File: config.mk
export PLATFORM = sky130hd
export DESIGN_NAME = adcc_channel_control
export DESIGN_NICKNAME = d
export VERILOG_FILES = /design/src/inc/adcc_pkg.sv /design/src/rtl/adcc_channel_control.sv
export SDC_FILE = /design/constraint.sdc
export NUM_CORES = 1
export LEC_CHECK = 0
export ABC_CLOCK_PERIOD_IN_PS = 2100
export BUFFER_PORTS_ARGS = -buffer_cell sky130_fd_sc_hd__buf_2
export CAP_MARGIN = 10
export CORE_MARGIN = 8
export CORE_UTILIZATION = 45
export DETAILED_ROUTE_END_ITERATION = 16
export PLACE_DENSITY = 0.79
export SETUP_SLACK_MARGIN = 0.02
export SYNTH_ARGS = -nofsm -noshare
export SYNTH_HDL_FRONTEND = slang
export SYNTH_SLANG_ARGS = --single-unit
File: constraint.sdc
create_clock -name clock -period 2.1 [get_ports clock]
set_input_delay 0.315 -clock clock [delete_from_list [all_inputs] [get_ports clock]]
set_output_delay 0.315 -clock clock [all_outputs]
set_load 0.01 [all_outputs]
File: src/inc/adcc_pkg.sv
package adcc_pkg;
	// byte addresses of the dword words that hold the registers
	localparam logic [7:0] ADDR_INDEX_WORD = 8'h04;
	localparam logic [7:0] ADDR_POSITION_WORD = 8'h08;
	localparam logic [7:0] ADDR_GLOBAL_CONTROL = 8'h2C;
	localparam logic [7:0] ADDR_GLOBAL_STATUS = 8'h30;
	// byte lanes inside those words
	localparam int LANE_LAST_INDEX = 1;
	localparam int LANE_STATUS = 2;
	localparam int LANE_CONTROL = 3;
	localparam logic [4:0] INDEX_STEP = 5'h01;
	localparam logic [15:0] POSITION_STEP = 16'h0001;
	localparam logic [2:0] DESC_SHIFT_PAD = 3'h0;
	localparam logic [31:0] GCTL_RESET = 32'h0000_0000;
	localparam logic [31:0] GCTL_WRITE_MASK = 32'hC0F0_007F;
	localparam logic [6:0] GCTL_KEPT_RESET = 7'h00;
	// global status bit positions
	localparam int GSTA_GPI_CHANGE = 0;
	localparam int GSTA_RESUME_0 = 10;
	localparam int GSTA_RESUME_1 = 11;
	localparam int GSTA_CLOCK_STOPPED = 27;
	localparam int GSTA_RESUME_2 = 29;
	// link timing, in host clocks and bit clocks
	localparam logic [2:0] CLOCK_STOP_CLOCKS = 3'h4;
	localparam logic [7:0] LINK_SYNC_BITS = 8'h10;
	localparam logic [7:0] LINK_RX_BITS = 8'h15;
	localparam int SAMPLE_BITS = 20;
	localparam logic [1:0] WIDTH_16 = 2'h0;
	localparam logic [1:0] WIDTH_20 = 2'h1;

	typedef enum logic [1:0] {st_idle, st_fetch, st_xfer, st_last} adcc_state_type;

	typedef struct packed {
		logic fifo_error_flag;
		logic buffer_done_status;
		logic last_buffer_event;
		logic index_at_last_state;
		logic engine_halted;
	} adcc_status_type;
	localparam adcc_status_type STATUS_RESET = 5'h01;

	typedef struct packed {
		logic [2:0] reserved;
		logic completion_irq_enable;
		logic fifo_error_irq_enable;
		logic last_buffer_irq_enable;
		logic channel_register_reset;
		logic run_pause_control;
	} adcc_control_type;
	localparam adcc_control_type CONTROL_RESET = 8'h00;

	typedef struct packed {
		logic [1:0] digital_out_slot_select;
		logic [5:0] reserved_hi;
		logic [1:0] output_sample_width;
		logic [1:0] output_channel_count;
		logic [12:0] reserved_lo;
		logic [2:0] resume_irq_enable;
		logic link_outputs_off;
		logic warm_reset;
		logic cold_reset_n;
		logic gpin_change_irq_enable;
	} adcc_gctl_type;
endpackage : adcc_pkg

File: src/rtl/adcc_channel_control.sv
// Summary of operation
// - overrun: keep pointers, drop sample, flag error
// - underrun: flag error, resend last sample
// - error flag only while buffers remain
// - completion bit on flagged buffer end, W1C
// - last-buffer event: fetch (tx), write (rx)
// - index-at-last state, cleared by new last index
// - halted when paused idle or last done
// - 16-bit count of samples left in memory
// - prefetched index, modulo 32
// - three enables gate channel interrupt sources
// - channel reset keeps enables, self-clears
// - run starts, pause keeps all state
// - slot pair for digital output while running
// - output sample width 16 or 20 bits
// - output channel count two, four, six
// - per-line resume interrupt enables
// - link shut off drives outputs low
// - warm reset only while clock stopped
// - active-low cold reset, defaults asserted
// - gpin change sets status, gated interrupt
// - global control 6:0 survive hot return
// - current index increments, wraps after 31
// - descriptors eight bytes, 32 entries
`timescale 1ns/1ps
`default_nettype none
module adcc_channel_control (
	// clock and resets
	input wire logic clock,
	input wire logic rst,
	input wire logic hot_return_rst,
	// register port
	input wire logic [7:0] io_addr,
	input wire logic [3:0] io_be,
	input wire logic io_wr,
	input wire logic io_rd,
	input wire logic [31:0] io_wdata,
	output logic [31:0] io_rdata,
	// channel direction
	input wire logic channel_is_transmit,
	// descriptor fetch
	output logic desc_req,
	output logic [7:0] desc_offset,
	input wire logic desc_ack,
	input wire logic [15:0] desc_len,
	input wire logic descriptor_completion_flag,
	// sample memory
	output logic mem_req,
	output logic mem_write,
	output logic [31:0] mem_wdata,
	input wire logic mem_ack,
	input wire logic [31:0] mem_rdata,
	// serial link
	input wire logic bit_clk,
	input wire logic serial_in_line_0,
	input wire logic serial_in_line_1,
	input wire logic serial_in_line_2,
	output logic link_sync,
	output logic link_sdata_out,
	output logic link_reset_n,
	output logic link_outputs_oe,
	// interrupts and mode outputs
	output logic chan_irq,
	output logic global_irq,
	output logic [3:0] digital_out_slot_a,
	output logic [3:0] digital_out_slot_b,
	output logic [1:0] output_sample_width,
	output logic [1:0] output_channel_count
);
	function automatic logic hit(input logic [7:0] a, input logic [7:0] word);
		hit = a[7:2] == word[7:2];
	endfunction : hit

	function automatic logic [7:0] slot_pair(input logic [1:0] sel);
		unique case (sel)
			2'h1: slot_pair = 8'h78;
			2'h2: slot_pair = 8'h69;
			2'h3: slot_pair = 8'hAB;
			2'h0: slot_pair = 8'h00;
		endcase
	endfunction : slot_pair

	// ---- pin synchronisers: three stages, change taken when stages 2 and 3 agree
	logic [3:0] pin_raw;
	logic [2:0] pin_s_q [4];
	logic [3:0] pin_f_q, pin_f_d, pin_rise, pin_fall;
	assign pin_raw = {serial_in_line_2, serial_in_line_1, serial_in_line_0, bit_clk};
	genvar gi;
	generate
		for (gi = 0; gi < 4; gi++)
		begin : g_pin
			always_comb
			begin
				pin_f_d[gi] = (pin_s_q[gi][1] == pin_s_q[gi][2]) ? pin_s_q[gi][2] : pin_f_q[gi];
				pin_rise[gi] = pin_f_d[gi] & ~pin_f_q[gi];
				pin_fall[gi] = ~pin_f_d[gi] & pin_f_q[gi];
			end
			always_ff @(posedge clock)
			begin
				if (rst)
				begin
					pin_s_q[gi] <= 3'h0;
					pin_f_q[gi] <= 1'b0;
				end
				else
				begin
					pin_s_q[gi] <= {pin_s_q[gi][1:0], pin_raw[gi]};
					pin_f_q[gi] <= pin_f_d[gi];
				end
			end
		end
	endgenerate

	// ---- link side state
	logic [2:0] idle_cnt_q, idle_cnt_d;
	logic [7:0] bit_cnt_q, bit_cnt_d;
	logic [adcc_pkg::SAMPLE_BITS-1:0] tx_shift_q, tx_shift_d, tx_word;
	logic [adcc_pkg::SAMPLE_BITS:0] rx_shift_q, rx_shift_d, rx_word;
	logic clock_stopped, tx_take, rx_done, sin_or;
	logic link_sync_d, link_sdata_d, link_reset_n_d, link_oe_d;
	adcc_pkg::adcc_gctl_type gctl_q, gctl_d;

	always_comb
	begin
		clock_stopped = idle_cnt_q >= adcc_pkg::CLOCK_STOP_CLOCKS;
		idle_cnt_d = (pin_rise[0] | pin_fall[0]) ? 3'h0 : (clock_stopped ? idle_cnt_q : idle_cnt_q + 3'h1);
		sin_or = |pin_f_q[3:1];
		bit_cnt_d = bit_cnt_q;
		tx_shift_d = tx_shift_q;
		rx_shift_d = rx_shift_q;
		tx_take = pin_rise[0] && bit_cnt_q == 8'h00;
		rx_done = pin_fall[0] && bit_cnt_q == adcc_pkg::LINK_RX_BITS;
		rx_word = {rx_shift_q[adcc_pkg::SAMPLE_BITS-1:0], sin_or};
		// the 8-bit count wraps by itself, giving 256 bit clocks to a frame
		if (pin_rise[0])
		begin
			bit_cnt_d = bit_cnt_q + 8'h01;
			tx_shift_d = tx_take ? tx_word : {tx_shift_q[adcc_pkg::SAMPLE_BITS-2:0], 1'b0};
		end
		if (pin_fall[0])
			rx_shift_d = rx_word;
		link_oe_d = ~gctl_q.link_outputs_off;
		link_sync_d = link_oe_d & (gctl_q.warm_reset | (~clock_stopped && bit_cnt_q < adcc_pkg::LINK_SYNC_BITS));
		link_sdata_d = link_oe_d & tx_shift_q[adcc_pkg::SAMPLE_BITS-1];
		link_reset_n_d = link_oe_d & gctl_q.cold_reset_n;
	end

	always_ff @(posedge clock)
	begin
		if (rst)
		begin
			idle_cnt_q <= 3'h0;
			bit_cnt_q <= 8'h00;
			tx_shift_q <= '0;
			rx_shift_q <= '0;
			link_sync <= 1'b0;
			link_sdata_out <= 1'b0;
			link_reset_n <= 1'b0;
			link_outputs_oe <= 1'b0;
		end
		else
		begin
			idle_cnt_q <= idle_cnt_d;
			bit_cnt_q <= bit_cnt_d;
			tx_shift_q <= tx_shift_d;
			rx_shift_q <= rx_shift_d;
			link_sync <= link_sync_d;
			link_sdata_out <= link_sdata_d;
			link_reset_n <= link_reset_n_d;
			link_outputs_oe <= link_oe_d;
		end
	end

	// ---- channel engine and registers
	adcc_pkg::adcc_state_type state_q, state_d;
	adcc_pkg::adcc_status_type stat_q, stat_d;
	adcc_pkg::adcc_control_type ctl_q, ctl_d;
	logic [4:0] civ_q, civ_d, lvi_q, lvi_d, piv_q, piv_d;
	logic [15:0] pos_q, pos_d;
	logic ioc_q, ioc_d, hold_full_q, hold_full_d, desc_req_d, mem_req_d;
	logic [adcc_pkg::SAMPLE_BITS-1:0] hold_q, hold_d, last_q, last_d;
	logic [31:0] gsta_q, gsta_d, rdata_d, wmask;
	logic fe_set, bd_set, lvb_set, lvi_wr, ctl_wr, chan_irq_d, global_irq_d;
	logic [7:0] slots_d;

	always_comb
	begin
		state_d = state_q;
		stat_d = stat_q;
		ctl_d = ctl_q;
		civ_d = civ_q;
		lvi_d = lvi_q;
		piv_d = piv_q;
		pos_d = pos_q;
		ioc_d = ioc_q;
		hold_d = hold_q;
		hold_full_d = hold_full_q;
		last_d = last_q;
		desc_req_d = desc_req;
		mem_req_d = mem_req;
		fe_set = 1'b0;
		bd_set = 1'b0;
		lvb_set = 1'b0;
		lvi_wr = io_wr && hit(io_addr, adcc_pkg::ADDR_INDEX_WORD) && io_be[adcc_pkg::LANE_LAST_INDEX];
		ctl_wr = io_wr && hit(io_addr, adcc_pkg::ADDR_POSITION_WORD) && io_be[adcc_pkg::LANE_CONTROL];
		// repeat the last good sample when nothing is held
		tx_word = hold_full_q ? hold_q : last_q;
		if (tx_take && channel_is_transmit && ctl_q.run_pause_control)
		begin
			if (hold_full_q)
			begin
				hold_full_d = 1'b0;
				last_d = hold_q;
			end
			else
				fe_set = ~stat_q.index_at_last_state;
		end
		if (rx_done && !channel_is_transmit && ctl_q.run_pause_control)
		begin
			if (hold_full_q)
				fe_set = ~stat_q.index_at_last_state;
			else
			begin
				hold_d = rx_word[adcc_pkg::SAMPLE_BITS:1];
				hold_full_d = 1'b1;
			end
		end
		if (mem_ack && mem_req)
		begin
			mem_req_d = 1'b0;
			pos_d = pos_q - adcc_pkg::POSITION_STEP;
			hold_full_d = channel_is_transmit;
			if (channel_is_transmit)
				hold_d = (gctl_q.output_sample_width == adcc_pkg::WIDTH_20) ? mem_rdata[31:12] : {mem_rdata[15:0], 4'h0};
		end
		else if (state_q == adcc_pkg::st_xfer && pos_q != 16'h0000 && ctl_q.run_pause_control && !mem_req
			&& hold_full_q != channel_is_transmit)
			mem_req_d = 1'b1;
		unique case (state_q)
			adcc_pkg::st_idle:
				if (ctl_q.run_pause_control)
				begin
					desc_req_d = 1'b1;
					state_d = adcc_pkg::st_fetch;
				end
			adcc_pkg::st_fetch:
				if (desc_ack)
				begin
					desc_req_d = 1'b0;
					pos_d = desc_len;
					ioc_d = descriptor_completion_flag;
					piv_d = civ_q;
					lvb_set = channel_is_transmit && civ_q == lvi_q;
					state_d = adcc_pkg::st_xfer;
				end
			adcc_pkg::st_xfer:
				if (pos_q == 16'h0000 && !mem_req)
				begin
					bd_set = ioc_q;
					if (civ_q == lvi_q)
					begin
						stat_d.index_at_last_state = 1'b1;
						lvb_set = !channel_is_transmit;
						state_d = adcc_pkg::st_last;
					end
					else
					begin
						civ_d = civ_q + adcc_pkg::INDEX_STEP;
						state_d = adcc_pkg::st_idle;
					end
				end
			adcc_pkg::st_last:
				if (lvi_wr)
				begin
					stat_d.index_at_last_state = 1'b0;
					civ_d = civ_q + adcc_pkg::INDEX_STEP;
					state_d = adcc_pkg::st_idle;
				end
		endcase
		if (lvi_wr)
			lvi_d = io_wdata[12:8];
		if (ctl_wr)
		begin
			ctl_d = io_wdata[31:24];
			ctl_d.reserved = 3'h0;
			ctl_d.channel_register_reset = 1'b0;
		end
		// write-one-to-clear, a same-cycle set wins
		wmask = (io_wr && hit(io_addr, adcc_pkg::ADDR_INDEX_WORD) && io_be[adcc_pkg::LANE_STATUS]) ? io_wdata : 32'h0;
		stat_d.fifo_error_flag = fe_set | (stat_q.fifo_error_flag & ~wmask[20]);
		stat_d.buffer_done_status = bd_set | (stat_q.buffer_done_status & ~wmask[19]);
		stat_d.last_buffer_event = lvb_set | (stat_q.last_buffer_event & ~wmask[18]);
		stat_d.engine_halted = stat_d.index_at_last_state
			| (~ctl_d.run_pause_control & ~mem_req_d & ~desc_req_d);
		// undefined while running, so no guard against a busy engine
		if (ctl_wr && io_wdata[25])
		begin
			state_d = adcc_pkg::st_idle;
			stat_d = adcc_pkg::STATUS_RESET;
			ctl_d.run_pause_control = 1'b0;
			civ_d = 5'h00;
			lvi_d = 5'h00;
			piv_d = 5'h00;
			pos_d = 16'h0000;
			ioc_d = 1'b0;
			hold_full_d = 1'b0;
			desc_req_d = 1'b0;
			mem_req_d = 1'b0;
		end
		chan_irq_d = |({stat_q.buffer_done_status, stat_q.fifo_error_flag, stat_q.last_buffer_event}
			& {ctl_q.completion_irq_enable, ctl_q.fifo_error_irq_enable, ctl_q.last_buffer_irq_enable});
		slots_d = ctl_q.run_pause_control ? slot_pair(gctl_q.digital_out_slot_select) : 8'h00;
	end

	always_ff @(posedge clock)
	begin
		if (rst || hot_return_rst)
		begin
			state_q <= adcc_pkg::st_idle;
			stat_q <= adcc_pkg::STATUS_RESET;
			ctl_q <= adcc_pkg::CONTROL_RESET;
			civ_q <= 5'h00;
			lvi_q <= 5'h00;
			piv_q <= 5'h00;
			pos_q <= 16'h0000;
			ioc_q <= 1'b0;
			hold_q <= '0;
			hold_full_q <= 1'b0;
			last_q <= '0;
			desc_req <= 1'b0;
			mem_req <= 1'b0;
			chan_irq <= 1'b0;
			digital_out_slot_a <= 4'h0;
			digital_out_slot_b <= 4'h0;
		end
		else
		begin
			state_q <= state_d;
			stat_q <= stat_d;
			ctl_q <= ctl_d;
			civ_q <= civ_d;
			lvi_q <= lvi_d;
			piv_q <= piv_d;
			pos_q <= pos_d;
			ioc_q <= ioc_d;
			hold_q <= hold_d;
			hold_full_q <= hold_full_d;
			last_q <= last_d;
			desc_req <= desc_req_d;
			mem_req <= mem_req_d;
			chan_irq <= chan_irq_d;
			digital_out_slot_a <= slots_d[7:4];
			digital_out_slot_b <= slots_d[3:0];
		end
	end

	// descriptor entries are eight bytes, so the index lands at bit 3
	assign desc_offset = {civ_q, adcc_pkg::DESC_SHIFT_PAD};
	assign mem_wdata = {hold_q, 12'h000};

	// ---- global control and status, kept apart so a hot return spares the status and control bits 6:0
	always_comb
	begin
		gctl_d = gctl_q;
		gsta_d = gsta_q;
		if (io_wr && hit(io_addr, adcc_pkg::ADDR_GLOBAL_CONTROL))
			for (int b = 0; b < 4; b++)
				if (io_be[b])
					gctl_d[8*b +: 8] = io_wdata[8*b +: 8] & adcc_pkg::GCTL_WRITE_MASK[8*b +: 8];
		// warm reset may only start from a stopped clock, and ends once the clock is back
		gctl_d.warm_reset = (gctl_q.warm_reset & ~pin_rise[0])
			| (gctl_d.warm_reset & ~gctl_q.warm_reset & clock_stopped);
		if (io_wr && hit(io_addr, adcc_pkg::ADDR_GLOBAL_STATUS))
			for (int b = 0; b < 4; b++)
				if (io_be[b])
					gsta_d[8*b +: 8] = gsta_q[8*b +: 8] & ~io_wdata[8*b +: 8];
		if (rx_done && rx_word[0])
			gsta_d[adcc_pkg::GSTA_GPI_CHANGE] = 1'b1;
		if (clock_stopped)
		begin
			gsta_d[adcc_pkg::GSTA_RESUME_0] = gsta_d[adcc_pkg::GSTA_RESUME_0] | pin_rise[1];
			gsta_d[adcc_pkg::GSTA_RESUME_1] = gsta_d[adcc_pkg::GSTA_RESUME_1] | pin_rise[2];
			gsta_d[adcc_pkg::GSTA_RESUME_2] = gsta_d[adcc_pkg::GSTA_RESUME_2] | pin_rise[3];
		end
		gsta_d[adcc_pkg::GSTA_CLOCK_STOPPED] = clock_stopped;
		global_irq_d = (gsta_q[adcc_pkg::GSTA_GPI_CHANGE] & gctl_q.gpin_change_irq_enable)
			| |({gsta_q[adcc_pkg::GSTA_RESUME_2], gsta_q[adcc_pkg::GSTA_RESUME_1],
			gsta_q[adcc_pkg::GSTA_RESUME_0]} & gctl_q.resume_irq_enable);
		rdata_d = 32'h0;
		if (io_rd)
		begin
			if (hit(io_addr, adcc_pkg::ADDR_INDEX_WORD))
				rdata_d = {11'h000, stat_q, 3'h0, lvi_q, 3'h0, civ_q};
			else if (hit(io_addr, adcc_pkg::ADDR_POSITION_WORD))
				rdata_d = {ctl_q, 3'h0, piv_q, pos_q};
			else if (hit(io_addr, adcc_pkg::ADDR_GLOBAL_CONTROL))
				rdata_d = gctl_q;
			else if (hit(io_addr, adcc_pkg::ADDR_GLOBAL_STATUS))
				rdata_d = gsta_q;
		end
	end

	always_ff @(posedge clock)
	begin
		if (rst)
		begin
			gctl_q <= adcc_pkg::GCTL_RESET;
			gsta_q <= 32'h0000_0000;
			global_irq <= 1'b0;
		end
		else if (hot_return_rst)
		begin
			gctl_q <= adcc_pkg::GCTL_RESET | 32'(gctl_d[6:0]);
			gsta_q <= gsta_d;
			global_irq <= global_irq_d;
		end
		else
		begin
			gctl_q <= gctl_d;
			gsta_q <= gsta_d;
			global_irq <= global_irq_d;
		end
	end

	always_ff @(posedge clock)
	begin
		if (rst)
		begin
			io_rdata <= 32'h0000_0000;
			mem_write <= 1'b0;
			output_sample_width <= 2'h0;
			output_channel_count <= 2'h0;
		end
		else
		begin
			io_rdata <= rdata_d;
			mem_write <= ~channel_is_transmit;
			output_sample_width <= gctl_q.output_sample_width;
			output_channel_count <= gctl_q.output_channel_count;
		end
	end
endmodule : adcc_channel_control
`default_nettype wire

== Word-level counts from Yosys, hierarchy flattened ==
Memories as Yosys holds them, arrays and structs flattened.
Cells that the tools add are included.

* Register bits after elaboration: 237
* Bits in writable memories: 12
* Input port bits: 105
* Word-level logic and storage cells: 272
* Memories kept: 1

* Add/sub/neg operators: 4
* Magnitude comparators: 2
* Equality and inequality tests: 23
* Mux-type cells: 71
* Bitwise logic cells: 61
* Reduce and logical (&&, ||, !) cells: 54

{| class="wikitable"
|+ Memories
! memory !! words !! width !! read ports !! clocked after memory_dff !! write ports !! RTL line !! source
|-
| pin_s_q || 4 || 3 || 4 || 0 || 4 || adcc_channel_control.sv:85 || <nowiki>logic [2:0] pin_s_q [4];</nowiki>
|}

{| class="wikitable"
|+ Operators by type and width
! cell !! number
|-
| $mux 20 || 7
|-
| $mux 32 || 3
|-
| $mux 16 || 3
|-
| $mux 21 || 2
|-
| $and 8x8->8 || 4
|-
| $not 8->8 || 4
|-
| $pmux 8 s4 || 1
|-
| $mux 1 || 30
|-
| $mux 30 || 1
|-
| $mux 8 || 3
|-
| $logic_and 1x1->1 || 23
|-
| $not 1->1 || 19
|-
| $and 1x1->1 || 17
|-
| $logic_not 16->1 || 1
|-
| $reduce_and 2->1 || 8
|-
| $reduce_bool 16->1 || 1
|-
| $sub 16x1->16 const B || 1
|-
| $mux 5 || 3
|-
| $or 1x1->1 || 15
|-
| $mux 7 || 2
|-
| $eq 6x4->1 const B || 2
|-
| $mux 2 || 6
|-
| $mux 3 || 4
|-
| $reduce_or 3->1 || 4
|-
| 28 further kinds || 51
|}

== Longest topological paths before layout ==
* Depth in word-level cells: 11
* Gate-level depth with buffers: 12
* Mapped depth without buffers: 10

== Worst setup path before layout ==
Ideal clock, no wire load.

* Path kind: reg-to-reg
* From: mem pin_s_q[0][1]
* To: reg tx_shift_q[4] in the netlist's numbering
* Setup time: 0.132 ns
* Data arrival time: 1.989 ns
* Required time: 1.968 ns
* Slack: -0.021 ns
* Stages on the path, launching flop included: 13
* Path buffers: 2
* Cell sequence: dfxtp_1 > nand2_1 > nand2_1 > o21ai_0 > inv_1 > ha_1 > or4bb_1 > nor2_1 > buf_2 > buf_1 > nand2_1 > o211ai_1 > a21oi_1

{| class="wikitable"
|+ RTL lines
! what !! RTL line !! source
|-
| start, declared || adcc_channel_control.sv:85 ||
|-
| end signal, assigned || adcc_channel_control.sv:165 || <nowiki>tx_shift_q <= tx_shift_d;</nowiki>
|-
| end, declared || adcc_channel_control.sv:117 || <nowiki>logic [adcc_pkg::SAMPLE_BITS-1:0] tx_shift_q, tx_shift_d, tx_word;</nowiki>
|}

==> results.txt <==
----------------------------------------------------
[Layout]
  Number of nets in the layout ... 1463
  Proportion of layout cells with a drive suffix above 1 ... 24.9%
  Post-Layout Cell Count ... 1644
  Area growth, synth to finish ... 27.7%

[Clocking]
  Total clock sinks ... 246
  Number of buffers on the longest clock path ... 3
  Clock latency on the worst-skew pair ... 0.54 ns
  TritonCTS clock tree ... built
  Root buffer cell ... sky130_fd_sc_hd__clkbuf_16
  Clock input transition at the sequential cells of the worst setup and hold paths ... 0.06 ns
  Number of H-tree levels ... 1
  CTS Buf Count ... 26

[Global route]
  Global-route wire length before repair ... 48200 µm
  Vias in the first global route ... 8948
  GRT overflow ... 0
  GRT Total Usage ... 20.8%
  Largest net degree at the start of global routing ... 50
  Number of antenna violations at the first check in global routing ... 1

[Synth]
  Yosys warning count ... 0
  Synth Instances ... 1107
  Mapped cell area ... 10200 µm²
  Average footprint of a synthesized cell ... 9.25 µm²
  Leading register cell type out of synthesis ... sky130_fd_sc_hd__dfxtp_1
  FF+latch count, synth ... 246
  Fraction of the yosys area taken by sequential cells ... 48.1%
  Leading cell types by total area after synthesis ... sky130_fd_sc_hd__dfxtp_1 (48%), sky130_fd_sc_hd__mux2i_1 (7.7%), sky130_fd_sc_hd__a21oi_1 (5.1%), sky130_fd_sc_hd__nor2_1 (4.0%), sky130_fd_sc_hd__nand2_1 (3.9%)
  Yosys top cell by area ... sky130_fd_sc_hd__dfxtp_1
  Share of synthesized registers carrying an async set or reset ... 0%
  Count of different cell masters after synthesis ... 60
  Share of the synthesized area in the top cell type ... 48.1%
  Number of flops mapped to enable cells by yosys ... 0

[Worst setup path]
  WP buf/inv ... 3
  Critical path class ... reg2reg
  Startpoint type of the worst setup path ... flip-flop
  Family with the most delay on the worst path ... simple AND/OR/NAND/NOR gates
  Worst endpoint required time ... 2.54 ns
  R2R depth ... 11
  Highest cell delay on the worst timing path ... 0.50 ns
  Cell type of the slowest stage on the worst timing path ... sky130_fd_sc_hd__or4bb_4
  Sequence of cells on the critical path ... nand2_1, nand2_1, o21ai_2, inv_2, ha_4, or4bb_4, nor3_4, buf_6, clkbuf_16, nor2_1, a211oi_1
  Cell occurring most often along the worst timing path ... sky130_fd_sc_hd__nand2_1
  Critical path data arrival time ... 2.58 ns
  Maximum net fanout on the critical path ... 9
  Cell count along the critical path ... 11
  Setup crit end kind ... flip-flop

[Place]
  RD Place Congestion ... 0.915
  Place WS ... -0.0819 ns
  Detailed placer's ending HPWL ... 21700 µm
  Cell count after placement ... 1561
  Number of buffers inserted by port buffering ... 179

[Detailed routing]
  Vias/cell ... 5.52
  Wirelength, routed ... 30600 µm
  Routed vias ... 9082
  Pre-antenna DRT Iters ... 6
  Count of routing violations after the opening detailed-route iteration ... 677
  Per-cell routed wire length ... 18.6 µm
  DRC violations left ... 0
  Remaining antenna violation count after routing ... 0

[Timing]
  Least-Margin Pin Slew ... 0.724 ns
  Final max-slew violation count ... 0
  Total count of hold-check failures in the final report ... 0
  Worst max-slew margin expressed relative to the limit ... 51.8%
  Maximum clock frequency ... 466 MHz
  Period utilisation layout ... 102%
  Max Clock Skew ... 0.0251 ns
  Worst Setup Slack, final ... -0.0474 ns
  Crit path time final ... 2.15 ns
  RSZ-0062 raised after global routing ... yes
  Setup violations, final ... 13

[Floorplan]
  Overall die height ... 167 µm
  Initial standard-cell utilization of the core ... 45.5%
  Die W ... 167 µm
  Core Footprint ... 22500 µm²
  Total die area ... 27800 µm²
  Placement row count ... 55
  Num ports ... 198

[Power and ir drop]
  Peak supply drop ... 0.000507 V
  Post-layout power ... 9.68 mW
  Power density over the cells ... 741 nW/µm²
  Standby leakage power ... 5.06 nW

[Outcome]
  Outcome ... finished, violations left
  Failing checks ... setup timing

[Worst hold path]
  Cell depth of the worst min-delay path ... 2
  Worst hold path class ... in2reg

[Flow run]
  Maximum Capacitance Violations ... 0

----------------------------------------------------
-- through the flow --
stage               utilization (%)  cell area, µm²  hold slack [ns]  setup TNS [ns]
detailed placement             52.1           11700            0.423           -1.09
global route                   58.1           13100           0.0151           -2.54
global placement               52.1           11700            0.417          -0.131
floorplan                         -           10300            0.402               0
finish                         58.1           13100           0.0272          -0.405
CTS                            57.4           12900           0.0169               0
-- area by class of cell --
class | count | area [µm²]
Sequential cell | 246 | 4930
Antenna cell | 1 | 2.50
Multi-Input combinational cell | 765 | 4940
Tap cell | 285 | 357
Clock inverter | 10 | 120
Timing Repair Buffer | 284 | 1920
Clock buffer | 36 | 738
Fill cell | 1938 | 9430
Inverter | 17 | 63.8
-- flip-flops by register name, summed over array words and instances, names as in the netlist, 12 cells and up --
name and cells:
pos_q 16, tx_shift_q 20, io_rdata 32, hold_q 20
gsta_q 32, last_q 20, pin_s_q 12, gctl_q 13
rx_shift_q 20
-- worst reg2reg max path, cell delays in order, from the launching register on --
cell and delay (ns):
sky130_fd_sc_hd__dfxtp_2 0.34, sky130_fd_sc_hd__nand2_1 0.05, sky130_fd_sc_hd__nand2_1 0.08, sky130_fd_sc_hd__o21ai_2 0.07, sky130_fd_sc_hd__inv_2 0.07, sky130_fd_sc_hd__ha_4 0.14
sky130_fd_sc_hd__or4bb_4 0.50, sky130_fd_sc_hd__nor3_4 0.22, sky130_fd_sc_hd__buf_6 0.18, sky130_fd_sc_hd__clkbuf_16 0.17, sky130_fd_sc_hd__nor2_1 0.04, sky130_fd_sc_hd__a211oi_1 0.19
-- synth_stat cells (10+ instances only) --
master and n:
sky130_fd_sc_hd__a211oi_1 53, sky130_fd_sc_hd__a21o_1 15, sky130_fd_sc_hd__a21oi_1 105, sky130_fd_sc_hd__a222oi_1 12
sky130_fd_sc_hd__a22o_1 14, sky130_fd_sc_hd__a22oi_1 14, sky130_fd_sc_hd__and3_1 14, sky130_fd_sc_hd__buf_1 10
sky130_fd_sc_hd__buf_2 17, sky130_fd_sc_hd__buf_4 18, sky130_fd_sc_hd__clkbuf_1 47, sky130_fd_sc_hd__dfxtp_1 246
sky130_fd_sc_hd__ha_1 18, sky130_fd_sc_hd__inv_1 17, sky130_fd_sc_hd__mux2i_1 79, sky130_fd_sc_hd__nand2_1 107
sky130_fd_sc_hd__nand2b_1 26, sky130_fd_sc_hd__nand3_1 11, sky130_fd_sc_hd__nand4_1 10, sky130_fd_sc_hd__nor2_1 109
sky130_fd_sc_hd__nor2b_1 23, sky130_fd_sc_hd__nor3_1 13, sky130_fd_sc_hd__o211ai_1 20, sky130_fd_sc_hd__o21ai_0 21
sky130_fd_sc_hd__xnor2_1 16, sky130_fd_sc_hd__xor2_1 10
-- layout by cell type, fill, tap and decap left out, drive strengths merged, types with 14 or more instances in the layout --
master and count:
buf 253, dfxtp 246, nor2 110, nand2 107, a21oi 105, mux2i 79
a211oi 53, clkbuf 39, dlygate4sd3 28, nand2b 26, nor2b 23, o21ai 22
o211ai 20, ha 18, inv 18, xnor2 16, conb 16, nor3 16
a21o 15, and3 14, a22o 14, a22oi 14
-- kinds of logic (layout without fill, tap and decap cells) --
logic type	count (synthesis)	in the layout	share of synthesized area [%]
other	1	17	0.0366
DFF	246	246	48.1
AOI/OAI and AO/OA	268	268	17.2
muxes	79	79	7.73
and+or+nand+nor	358	358	17.5
buffers and inverters	111	347	5.02
adders and majority gates	18	18	2.20
xor gates and xnor gates	26	26	2.22
-- report_power, final --
part           internal (mW)  switching, mW
logic                  0.166          0.218
registers               4.69         0.0207
clock network           2.71           1.88
-- per-layer routing --
| layer | GRT usage (%) | up-vias | wire [µm] |
|---|---|---|---|
| met1 | 26.8 | 4309 | 13400 |
| met4 | 6.74 | 2 | 943 |
| met3 | 4.47 | 56 | 2190 |
| li1 | - | 4344 | - |
| met5 | 0 | - | 16 |
| met2 | 34.2 | 371 | 14100 |
-- worst paths after layout --
| path | startpoint | to | slack, ns |
|---|---|---|---|
| setup / recovery | pin_s_q[0][2] | last_q[11] | -0.05 |
| hold / removal | io_wdata[25] | gsta_q[25] | 0.03 |
| setup reg to reg | pin_s_q[0][2] | last_q[11] | -0.05 |
| hold reg to reg | pin_s_q[2][0] | pin_s_q[2][1] | 0.41 |
-- what timing repair did --
action                                  4_1_cts  5_1_grt
endpoints found under the setup margin       35       64
resized for setup                             7       25
pin swaps                                     4       14
hold buffers                                 28        0
cloned                                        1        3
endpoints found under the hold margin        28        0
setup buffers                                 2        3
(Power assumes the default switching activity.)
